===== config.mk =====
export PLATFORM = sky130hd
export DESIGN_NAME = guard_timer
export DESIGN_NICKNAME = d
export VERILOG_FILES = /design/src/guard_timer_pkg.sv /design/src/guard_prescaler.sv /design/src/guard_reset_stretch.sv /design/src/guard_timer.sv
export SDC_FILE = /design/constraint.sdc
export NUM_CORES = 1
export LEC_CHECK = 0
export BUFFER_PORTS_ARGS = -buffer_cell sky130_fd_sc_hd__buf_2
export CORE_UTILIZATION = 40
export CTS_BUF_LIST = sky130_fd_sc_hd__clkbuf_16
export DETAILED_ROUTE_END_ITERATION = 10
export PLACE_DENSITY_LB_ADDON = 0.15
export SYNTH_ARGS = -nofsm -noshare
export SYNTH_HDL_FRONTEND = slang
export SYNTH_SLANG_ARGS = --single-unit
export TNS_END_PERCENT = 100

===== constraint.sdc =====
create_clock -name pclk -period 2.3 [get_ports pclk]
set_input_delay 0.46 -clock pclk [delete_from_list [all_inputs] [get_ports pclk]]
set_output_delay 0.46 -clock pclk [all_outputs]
set_load 0.05 [all_outputs]

===== src/guard_timer_pkg.sv =====
// Shared constants and carrier types for the guard timer block
package guard_timer_pkg;

   // APB byte addresses of the register map
   localparam logic [11:0] ADDR_CONFIG = 12'h0034;
   localparam logic [11:0] ADDR_COMMAND = 12'h0038;
   localparam logic [11:0] ADDR_IRQ_STATUS = 12'h003C;
   localparam logic [11:0] ADDR_IRQ_CLEAR = 12'h0040;
   localparam logic [11:0] ADDR_IRQ_ENABLE = 12'h0044;
   localparam logic [11:0] ADDR_MODE = 12'h0048;
   localparam logic [11:0] ADDR_STATE = 12'h004C;

   // Command codes accepted by guard_timer_command
   localparam logic [7:0] CODE_CLEAR = 8'h4E;
   localparam logic [7:0] CODE_DISABLE = 8'hB1;
   localparam logic [7:0] CODE_TRAP_COMMIT = 8'hD2;

   // Field layout of guard_timer_config (low six bits of the word)
   localparam int CFG_WIDTH = 6;
   localparam int CMD_WIDTH = 8;
   localparam logic [5:0] CFG_RESET = 6'h39;

   // Interrupt status, clear and enable bit positions
   localparam int IRQ_W = 2;
   localparam int IRQ_TIMEOUT_BIT = 0;
   localparam int IRQ_RESET_BIT = 1;

   // Mode register: divider source select position
   localparam int MODE_DIV_SRC_BIT = 0;

   // Binary counter stages after the prescaler
   localparam int STAGE_BITS = 2;
   localparam logic [1:0] STAGE_LAST = 2'h3;

   // Reset request length in high-frequency clock periods
   localparam int RESET_HOLD_FC = 24;

   // Default log2 of the longest detection period per clock source
   localparam int HF_LOG2_LONGEST = 25;
   localparam int LF_LOG2_LONGEST = 17;

   // Configuration fields, most significant first
   typedef struct packed {
      logic ram_trap_area_select;
      logic trap_action_select;
      logic guard_enable_bit;
      logic [1:0] detect_time_select;
      logic overflow_action_select;
   } guard_config_s;

endpackage


===== src/guard_prescaler.sv =====
// Free-running internal divider feeding the binary counter stages
`timescale 1ns/100ps
module guard_prescaler #(
   parameter int WIDTH = 23
) (
   // Clock and reset
   input wire logic pclk,
   input wire logic presetn,
   // Source tick and selected tap
   input wire logic src_tick,
   input wire logic [4:0] tap,
   // Carry out towards the binary counter
   output logic stage_tick
);

   typedef struct packed {
      logic [WIDTH-1:0] cnt;
      logic tick;
   } pre_state_s;

   pre_state_s q;
   pre_state_s d;
   logic [WIDTH-1:0] mask;

   // Mask of the low tap bits; carry when they are all ones
   always_comb begin
      mask = {WIDTH{1'b1}} >> (WIDTH - int'(tap));
      d = q;
      d.tick = 1'b0;
      if (src_tick) begin
         d.cnt = q.cnt + 1'b1;
         d.tick = ((q.cnt & mask) == mask);
      end
   end

   // Never cleared by software, only by the bus reset
   always_ff @(posedge pclk or negedge presetn) begin
      if (!presetn) begin
         q <= '0;
      end else begin
         q <= d;
      end
   end

   assign stage_tick = q.tick;

endmodule


===== src/guard_reset_stretch.sv =====
// Stretches an overflow into a reset request of bounded length
`timescale 1ns/100ps
module guard_reset_stretch #(
   parameter int HOLD = guard_timer_pkg::RESET_HOLD_FC
) (
   // Clock and reset
   input wire logic pclk,
   input wire logic presetn,
   // Start pulse and high-frequency period tick
   input wire logic start,
   input wire logic hf_tick,
   // Reset request level
   output logic req
);

   localparam int CW = $clog2(HOLD + 1);
   localparam logic [CW-1:0] LAST = CW'(HOLD - 1);

   typedef struct packed {
      logic req;
      logic [CW-1:0] cnt;
   } stretch_state_s;

   stretch_state_s q;
   stretch_state_s d;

   // Count high-frequency periods while the request stands
   always_comb begin
      d = q;
      if (start && !q.req) begin
         d.req = 1'b1;
         d.cnt = '0;
      end else if (q.req && hf_tick) begin
         if (q.cnt == LAST) begin
            d.req = 1'b0;
         end else begin
            d.cnt = q.cnt + 1'b1;
         end
      end
   end

   always_ff @(posedge pclk or negedge presetn) begin
      if (!presetn) begin
         q <= '0;
      end else begin
         q <= d;
      end
   end

   assign req = q.req;

endmodule


===== src/guard_timer.sv =====
// Watchdog guard timer with APB register access
//
// The APB slave port was left to the implementer.
`timescale 1ns/100ps

module guard_timer #(
   parameter int HF_LOG2_LONGEST = guard_timer_pkg::HF_LOG2_LONGEST,
   parameter int LF_LOG2_LONGEST = guard_timer_pkg::LF_LOG2_LONGEST,
   parameter int RESET_HOLD = guard_timer_pkg::RESET_HOLD_FC
) (
   // Clock and reset
   input wire logic pclk,
   input wire logic presetn,
   // APB slave
   input wire logic psel,
   input wire logic penable,
   input wire logic pwrite,
   input wire logic [11:0] paddr,
   input wire logic [31:0] pwdata,
   output logic [31:0] prdata,
   output logic pready,
   output logic pslverr,
   // Clock source ticks, one pclk cycle per source period
   input wire logic hf_tick,
   input wire logic lf_tick,
   // Operating mode from the power manager
   input wire logic slow_mode,
   input wire logic power_hold,
   // Overflow outcomes
   output logic guard_timeout_irq,
   output logic guard_reset_req,
   // Maskable summary interrupt
   output logic irq
);

   localparam int PRE_WIDTH = HF_LOG2_LONGEST - guard_timer_pkg::STAGE_BITS;
   localparam logic [4:0] HF_TAP_MAX = 5'(HF_LOG2_LONGEST - guard_timer_pkg::STAGE_BITS);
   localparam logic [4:0] LF_TAP_MAX = 5'(LF_LOG2_LONGEST - guard_timer_pkg::STAGE_BITS);

   typedef struct packed {
      guard_timer_pkg::guard_config_s cfg;
      logic active;
      logic [guard_timer_pkg::STAGE_BITS-1:0] bin_cnt;
      logic trap_committed;
      logic div_src_sel;
      logic [guard_timer_pkg::IRQ_W-1:0] irq_status;
      logic [guard_timer_pkg::IRQ_W-1:0] irq_enable;
      logic irq;
      logic timeout_irq;
      logic [31:0] prdata;
      logic pready;
      logic pslverr;
   } top_state_s;

   top_state_s q;
   top_state_s d;

   logic use_low_freq;
   logic src_tick;
   logic [4:0] tap;
   logic stage_tick;
   logic ovf_reset;
   logic reset_req;

   // Source and tap: slow mode always runs from the low-frequency clock
   assign use_low_freq = slow_mode | q.div_src_sel;
   assign src_tick = (use_low_freq ? lf_tick : hf_tick) & ~power_hold;
   // Each code step divides the period by four
   assign tap = (use_low_freq ? LF_TAP_MAX : HF_TAP_MAX)
      - {2'b00, q.cfg.detect_time_select, 1'b0};

   guard_prescaler #(
      .WIDTH(PRE_WIDTH)
   ) u_prescaler (
      .pclk(pclk),
      .presetn(presetn),
      .src_tick(src_tick),
      .tap(tap),
      .stage_tick(stage_tick)
   );

   guard_reset_stretch #(
      .HOLD(RESET_HOLD)
   ) u_reset_stretch (
      .pclk(pclk),
      .presetn(presetn),
      .start(ovf_reset),
      .hf_tick(hf_tick),
      .req(reset_req)
   );

   // Next state: counter, overflow, bus writes, interrupts and read data
   always_comb begin
      logic access;
      logic wr;
      logic ovf;
      logic [guard_timer_pkg::IRQ_W-1:0] irq_set;
      logic [guard_timer_pkg::IRQ_W-1:0] irq_clr;
      guard_timer_pkg::guard_config_s wcfg;
      logic [7:0] wcmd;
      access = 1'b0;
      wr = 1'b0;
      ovf = 1'b0;
      irq_set = '0;
      irq_clr = '0;
      wcfg = guard_timer_pkg::guard_config_s'(pwdata[guard_timer_pkg::CFG_WIDTH-1:0]);
      wcmd = pwdata[guard_timer_pkg::CMD_WIDTH-1:0];
      d = q;
      d.timeout_irq = 1'b0;
      d.pready = 1'b0;
      ovf_reset = 1'b0;

      // Counting only while enabled and not held by a low-power mode
      if (stage_tick && q.active && !power_hold) begin
         d.bin_cnt = q.bin_cnt + 1'b1;
         ovf = (q.bin_cnt == guard_timer_pkg::STAGE_LAST);
      end

      // Overflow outcome follows the action select
      if (ovf) begin
         if (q.cfg.overflow_action_select) begin
            ovf_reset = 1'b1;
            irq_set[guard_timer_pkg::IRQ_RESET_BIT] = 1'b1;
         end else begin
            // Non-maskable: no master flag gates this pulse
            d.timeout_irq = 1'b1;
            irq_set[guard_timer_pkg::IRQ_TIMEOUT_BIT] = 1'b1;
         end
      end

      // Writes take effect at the access edge with pready high
      access = psel && penable && q.pready;
      wr = access && pwrite;
      if (wr && !q.pslverr) begin
         if (paddr == guard_timer_pkg::ADDR_CONFIG) begin
            d.cfg.ram_trap_area_select = wcfg.ram_trap_area_select;
            d.cfg.trap_action_select = wcfg.trap_action_select;
            d.cfg.guard_enable_bit = wcfg.guard_enable_bit;
            d.cfg.detect_time_select = wcfg.detect_time_select;
            // Once cleared to interrupt, a write of 1 cannot return it
            d.cfg.overflow_action_select = q.cfg.overflow_action_select
               & wcfg.overflow_action_select;
            if (wcfg.guard_enable_bit) begin
               d.active = 1'b1;
            end
         end else if (paddr == guard_timer_pkg::ADDR_COMMAND) begin
            if (wcmd == guard_timer_pkg::CODE_CLEAR) begin
               // Clear wins over a coincident count; prescaler untouched
               d.bin_cnt = '0;
            end else if (wcmd == guard_timer_pkg::CODE_DISABLE) begin
               if (!q.cfg.guard_enable_bit) begin
                  d.active = 1'b0;
               end
            end else if (wcmd == guard_timer_pkg::CODE_TRAP_COMMIT) begin
               d.trap_committed = q.cfg.ram_trap_area_select;
            end
         end else if (paddr == guard_timer_pkg::ADDR_IRQ_CLEAR) begin
            irq_clr = pwdata[guard_timer_pkg::IRQ_W-1:0];
         end else if (paddr == guard_timer_pkg::ADDR_IRQ_ENABLE) begin
            d.irq_enable = pwdata[guard_timer_pkg::IRQ_W-1:0];
         end else if (paddr == guard_timer_pkg::ADDR_MODE) begin
            d.div_src_sel = pwdata[guard_timer_pkg::MODE_DIV_SRC_BIT];
         end
      end

      // Disabled timer keeps its binary counter at zero
      if (!d.active) begin
         d.bin_cnt = '0;
      end

      // Sticky status: a new event beats a clear in the same cycle
      d.irq_status = (q.irq_status & ~irq_clr) | irq_set;
      d.irq = |(d.irq_status & d.irq_enable);

      // Setup phase: decode, prepare read data, answer next cycle
      if (psel && !penable) begin
         d.pready = 1'b1;
         d.pslverr = 1'b0;
         d.prdata = '0;
         if (paddr == guard_timer_pkg::ADDR_CONFIG) begin
            // Write-only: reads give zero, which software must not rely on
            d.prdata = '0;
         end else if (paddr == guard_timer_pkg::ADDR_COMMAND) begin
            d.prdata = '0;
         end else if (paddr == guard_timer_pkg::ADDR_IRQ_STATUS) begin
            d.prdata[guard_timer_pkg::IRQ_W-1:0] = q.irq_status;
         end else if (paddr == guard_timer_pkg::ADDR_IRQ_CLEAR) begin
            d.prdata = '0;
         end else if (paddr == guard_timer_pkg::ADDR_IRQ_ENABLE) begin
            d.prdata[guard_timer_pkg::IRQ_W-1:0] = q.irq_enable;
         end else if (paddr == guard_timer_pkg::ADDR_MODE) begin
            d.prdata[guard_timer_pkg::MODE_DIV_SRC_BIT] = q.div_src_sel;
         end else if (paddr == guard_timer_pkg::ADDR_STATE) begin
            d.prdata[11:0] = {q.trap_committed, reset_req, q.bin_cnt, q.active,
               1'b0, q.cfg};
         end else begin
            d.pslverr = 1'b1;
         end
      end else if (access) begin
         d.pslverr = 1'b0;
      end
   end

   // Single state register; reset values make the timer run at once
   always_ff @(posedge pclk or negedge presetn) begin
      if (!presetn) begin
         q <= '0;
         q.cfg <= guard_timer_pkg::guard_config_s'(guard_timer_pkg::CFG_RESET);
         q.active <= 1'b1;
      end else begin
         q <= d;
      end
   end

   // Outputs straight from flip-flops
   assign prdata = q.prdata;
   assign pready = q.pready;
   assign pslverr = q.pslverr;
   assign guard_timeout_irq = q.timeout_irq;
   assign guard_reset_req = reset_req;
   assign irq = q.irq;

endmodule


==> results of run 1 <==
cell families (layout without fill, tap and decap cells):
| group | after synthesis | count (layout) | synth area share |
|---|---|---|---|
| DFF | 60 | 60 | 0.4894 |
| muxes | 12 | 12 | 0.04265 |
| and+or+nand+nor | 107 | 107 | 0.1950 |
| xor gates and xnor gates | 26 | 26 | 0.07392 |
| other | 1 | 21 | 0.001217 |
| adders and majority gates | 3 | 3 | 0.01219 |
| AOI/OAI and AO/OA | 38 | 38 | 0.09017 |
| buffers and inverters | 45 | 75 | 0.09545 |
flip-flops by register name, indices dropped and copies added, names as in the netlist:
register / count
guard_timeout_irq: 1
u_prescaler.stage_tick: 1
pslverr: 1
u_reset_stretch.req: 1
q: 15
prdata: 11
u_prescaler.q: 23
pready: 1
u_reset_stretch.q: 5
irq: 1
layout make-up:
type	instances	area share
clock inverter	7	0.01880
multi-input combinational	207	0.3767
timing repair buffer	51	0.07939
sequential	60	0.4196
tap	99	0.03447
clock buffer	9	0.06267
inverter	8	0.008357
per-stage QoR:
| stage | instances | cell area [um2] | util | hold slack (ns) |
|---|---|---|---|---|
| after floorplan | 312 | 3156 | - | 0.1644 |
| after global placement | 425 | 3301 | 0.4502 | 0.4537 |
| after detailed placement | 425 | 3301 | 0.4502 | 0.4540 |
| after CTS | 441 | 3593 | 0.4902 | 0.1427 |
| after global routing | 441 | 3593 | 0.4902 | 0.1549 |
| final | 441 | 3593 | 0.4902 | 0.1330 |
cells in the final DEF (no fill, tap or decap), types with 2 or more instances in the layout:
master	instances
dfrtp_1	55
buf_2	44
nand2_1	30
conb_1	21
xnor2_1	20
nor2_1	17
nand3_1	14
a22o_1	11
mux2_2	9
o21ai_0	9
clkbuf_16	9
inv_1	8
nand4_1	8
nor3_1	6
xor2_1	6
buf_4	6
dfstp_2	5
nor4_1	4
and4b_1	3
and3_1	3
nor2b_1	3
a21oi_1	3
mux2i_1	3
ha_1	3
and4_1	2
nand3b_1	2
and3_2	2
a21o_1	2
a31oi_1	2
clkinv_4	2
clkinv_1	2
worst register-to-register path: stages, from the launching register on:
cell and delay (ns):
dfrtp_1 0.43, or3b_1 0.43, a21o_4 0.26, nor3_4 0.27, buf_4 0.18, nand4_1 0.11, xnor2_1 0.14
per-layer routing:
layer  GRT usage  up-vias  part of all wire
li1            -     1076                 -
met1      0.1933     1070              0.46
met2      0.2551       59              0.46
met3     0.05838        7             0.059
met4     0.07104        0             0.017
met5           0        -                 0
power groups by stage:
stage                     Sequential, uW  Clock [uW]  Combinational, uW
after global placement              1180           0                269
after global routing                1170        1380                303
after CTS                           1160        1340                275
after floorplan                     1180           0                210
after detailed placement            1180           0                275
final                               1160        1300                270
worst max path at each step:
stage | end | cells past startpoint
3_5_place_dp | q[41]$_DFFE_PN0P_ | 6
2_1_floorplan | q[46]$_DFFE_PN0P_ | 6
3_3_place_gp | q[41]$_DFFE_PN0P_ | 6
6_report | u_prescaler.q[13]$_DFFE_PN0P_ | 6
4_1_cts | u_prescaler.q[13]$_DFFE_PN0P_ | 6
5_1_grt | u_prescaler.q[13]$_DFFE_PN0P_ | 6
==> impl_metrics.yaml, run 1 <==
route:
  drtIter0Drc: 61
  dr.pass1.iters: 4
  ant_nets: 0
  routed_wl_um: 5796
  vias: 2212
  avgRoutedWirePerCell_um: 13.14
  drc: 0
  routed_via_density: 5.016
setup_path:
  crit_fanout: 6
  cp_num_buf_inv: 1
  criticalPathCategory: "flop to flop"
  timing.rr.end: "u_prescaler.q[13]$_DFFE_PN0P_"
  cp_cell_sequence: "or3b_1, a21o_4, nor3_4, buf_4, nand4_1, xnor2_1"
  cp-startpoint: "q[40]$_DFFE_PN0P_"
  reg2reg_slack_ns: 0.36
  r2r_start: "q[40]$_DFFE_PN0P_"
  cp.required_ns: 2.51
  crit_family: "simple AND/OR/NAND/NOR gates"
  cp.arrival_ns: 2.15
  crit_path_top_delay_cell: "dfrtp_1"
  max_stage_delay_ns: 0.43
  critPathCaptureType: "flop"
  start_kind: "flop"
  worst-r2r-cell-count: 6
grt:
  grt_usage: 0.1599
  grt_pass1_vias: 2207
  antenna_found_initial: 0
  grt_max_degree: 61
  grt-ovfl-total: 0
  grt_pass1_wl_um: 10090
clock_network:
  numCtsBuffers: 9
  cts_tree: "done"
  clk_pin_slew_worst_paths_ns: 0.06
  hold_buffers: 0
  insertion_delay_ns: 0.33
  htreeDepth: 3
  postCtsSetupBuffers: 0
  cts.root.buffer_cell: "clkbuf_16"
  cts_resized: 0
  cts_buffer_depth: 2
  clock_sinks: 60
floorplanning:
  dieArea_um2: 8056
  io-pin-count: 90
  die_h_um: 89.76
  rows: 31
  start_util: 0.4202
  core_area_um2: 7331
  die_x_um: 89.76
pwr:
  clkPwrFrac: 0.475
  ir_drop_uv: 515.5
  fin_total_pwr_uw: 2729
  pwr-share-seq: 0.426
  p_comb_frac: 0.099
  p_leak_uw: 0.001764
  p_int_uw: 2019
  power.density_nw_per_um2: 759.5
  switching_share: 0.2601
  p_sw_uw: 709.8
synthesis:
  ys_warn_count: 0
  synthArstFlopShare: 1.000
  synthesis.area_um2: 3080
  synth_edf_count: 0
  synth.avg_cell_area_um2: 10.55
  seq_area_frac_synth: 0.4894
  yosys.area.top_type: "dfrtp_1"
  synth-seq-cells: 60
  synth_area_leaders: "dfrtp_1 45%, buf_4 8.0%, xnor2_1 5.7%"
  synthMostInstantiatedCell: "dfrtp_1"
  syn_inst: 292
  synth_top_area_share: 0.4468
  synth_top_flop_cell: "dfrtp_1"
  synth_common_cells: "55 x dfrtp_1, 33 x buf_4, 30 x nand2_1, 20 x xnor2_1, 17 x nor2_1"
  ys_types: 53
final_layout:
  seqCellArea_um2: 1508
  fill_cells: 693
  n_antenna_cell: 0
  layout-drive-gt1-share: 0.2573
  multi_input_area_um2: 1354
  nNetsFinal: 393
  syn_to_final_growth_pct: 16.65
sta:
  tns_ns: 0
  layout_setup_ws_ns: 0.3620
  finalHoldViolCount: 0
  final-setup-viol-count: 0
  fmax_mhz: 516.0
  rsz0062_at_grt: "no"
  fin_crit_sh: 0.8426
  skew_ns: 0.006075
  slew_violations: 0
  finalCriticalPeriod_ns: 1.938
worst_hold_path:
  hold_class: "primary input to async pin"
outcome:
  run_status: "completed"
place:
  dp_slack_ns: 0.1631
  dpl.hpwl_um: 4235
  gp_congestion: 0.7806
  portBuffers: 44
job:
  maxCapViolations: 0
Note: power is estimated with default switching activity, not from simulation.
==> run 2: changes to the inputs <==
Clock period 2.3 ns to 1.6 ns, I/O delays scaled along.
==> run 2 against run 1 <==
  * The run now ends with negative hold slack, negative setup slack left
  * Sequential power is 42% higher
  * Core utilization grew 6.5 points
  * Non-clock buffer count rose by 31
  * Routed wire length is 13% higher
  * Maximum frequency grew 14%
  * Power is 50% higher
  * Die area did not move
  * Critical path depth unchanged
  * Worst setup slack worse by 0.46 ns
  * Clock power grew 48%
  * Global-route usage up 2.0 points
==> impl_metrics.yaml, run 2 (synthesis gave the netlist of run 1 again) <==
outcome:
  run_status: "complete, but fails checks"
  violations: "negative hold slack, negative setup slack"
clock_network:
  numCtsBuffers: 9
  clock_sinks: 60
  insertion_delay_ns: 0.32
  cts_buffer_depth: 2
  cts_tree: "done"
  clk_pin_slew_worst_paths_ns: 0.06
  cts.root.buffer_cell: "clkbuf_16"
  htreeDepth: 3
setup_path:
  crit_path_top_delay_cell: "or3b_4"
  cp.required_ns: 1.81
  max_stage_delay_ns: 0.38
  cp_num_buf_inv: 1
  critPathCaptureType: "flop"
  cp_cell_sequence: "or3b_4, a21o_4, nor3_4, buf_6, nand4_1, xnor2_1"
  criticalPathCategory: "flop to flop"
  crit_family: "simple AND/OR/NAND/NOR gates"
  crit_fanout: 8
  start_kind: "flop"
  cp.arrival_ns: 1.91
route:
  drc: 0
  drtIter0Drc: 113
  ant_nets: 0
  vias: 2329
  avgRoutedWirePerCell_um: 13.83
  routed_via_density: 4.934
  routed_wl_um: 6530
  dr.pass1.iters: 4
final_layout:
  largest_reg_flops: 23
  mostFrequentLayoutCells: "53 x dfrtp_1, 44 x buf_2, 33 x buf_4"
  syn_to_final_growth_pct: 32.05
  final_core_util: 0.5549
  nNetsFinal: 424
  top_register: "u_prescaler.q"
  n_antenna_cell: 0
  mostFrequentLayoutCell: "dfrtp_1"
  layout-drive-gt1-share: 0.4129
sta:
  finalCriticalPeriod_ns: 1.699
  final-setup-viol-count: 21
  worst_slew_pin_slew_ns: 0.4852
  finalHoldViolCount: 7
  holdWs_ns: -0.01091
  layout_setup_ws_ns: -0.09859
  slew_headroom: 0.6721
  fin_crit_sh: 1.062
  tns_ns: -1.089
  fmax_mhz: 588.7
  rsz0062_at_grt: "yes"
  skew_ns: 0.004854
  slew_violations: 0
floorplanning:
  start_util: 0.4202
  io-pin-count: 90
  die_x_um: 89.76
  dieArea_um2: 8056
  rows: 31
  core_area_um2: 7331
  die_h_um: 89.76
grt:
  grt-ovfl-total: 0
  grt_usage: 0.1795
  grt_max_degree: 61
  grt_pass1_vias: 2311
  antenna_found_initial: 0
  grt_pass1_wl_um: 11360
place:
  dp_slack_ns: -0.3525
  gp_congestion: 0.7900
  portBuffers: 44
  dpl.hpwl_um: 4474
pwr:
  ir_drop_uv: 562.5
  p_leak_uw: 0.001997
  power.density_nw_per_um2: 1009
worst_hold_path:
  hold_class: "primary input to async pin"
job:
  maxCapViolations: 0
-- run 2: cell count changes in the layout (fill, tap and decap cells not counted), moves of 4 or more --
cell,change
nor4_1,-4
mux2_4,+7
nand3_1,-7
nand3_2,+6
buf_6,+4
nand2_1,-5
mux2_2,-7
buf_4,+27
-- run 2: worst paths after layout --
kind / start / depth (start not counted) / endpoint / slack (ns)
setup / recovery: q[40]$_DFFE_PN0P_ / 6 / u_prescaler.q[13]$_DFFE_PN0P_ / -0.1
hold / removal: presetn / 2 / prdata[1]$_DFFE_PN0P_ / -0.01
setup reg to reg: q[40]$_DFFE_PN0P_ / 6 / u_prescaler.q[13]$_DFFE_PN0P_ / -0.1
hold reg to reg: u_prescaler.q[19]$_DFFE_PN0P_ / 1 / u_prescaler.q[19]$_DFFE_PN0P_ / 0.48
max in group asynchronous: presetn / 2 / q[44]$_DFF_PN1_ / 1.30
min in group pclk: pwdata[5] / 2 / q[50]$_DFFE_PN1P_ / 0.27
-- run 2: per-stage QoR --
step | power (uW) | std cells | area (um2) | hold WS, ns
floorplan | 1998 | 312 | 3197 | 0.02441
global placement | 2155 | 454 | 3556 | 0.3583
detailed placement | 2166 | 454 | 3556 | 0.3545
CTS | 4140 | 471 | 3961 | 0.008853
global route | 4290 | 472 | 4068 | 0.02079
finish | 4105 | 472 | 4068 | -0.01091
-- run 2: area by class of cell --
cell class	count	area (um2)
Clock buffer	9	225.2
Clock inverter	7	77.57
Fill cell	640	3263
Inverter	8	30.03
Multi-Input combinational cell	207	1568
Sequential cell	60	1510
Tap cell	99	123.9
Timing Repair Buffer	82	533.0
-- run 2: layer usage --
metal / up-vias / track usage / part of all wire / wire (um)
met5: - / 0 / 0 / 0
met3: 7 / 0.03723 / 0.042 / 274
met4: 0 / 0.07787 / 0.012 / 80
li1: 1136 / - / - / -
met2: 57 / 0.2840 / 0.47 / 3066
met1: 1129 / 0.2384 / 0.48 / 3109
-- run 2: power by group --
group / total (uW) / leakage, uW / internal, uW / switching [uW]
registers: 1650 / 0.000800 / 1590 / 60.2
logic: 523 / 0.00105 / 188 / 335
clock network: 1930 / 0.000146 / 1210 / 717
-- run 2: what timing repair did --
action,CTS,global route
buffers inserted,2,1
pin swaps,15,11
hold buffers,0,0
endpoints found under the setup margin,30,32
resized for setup,27,21
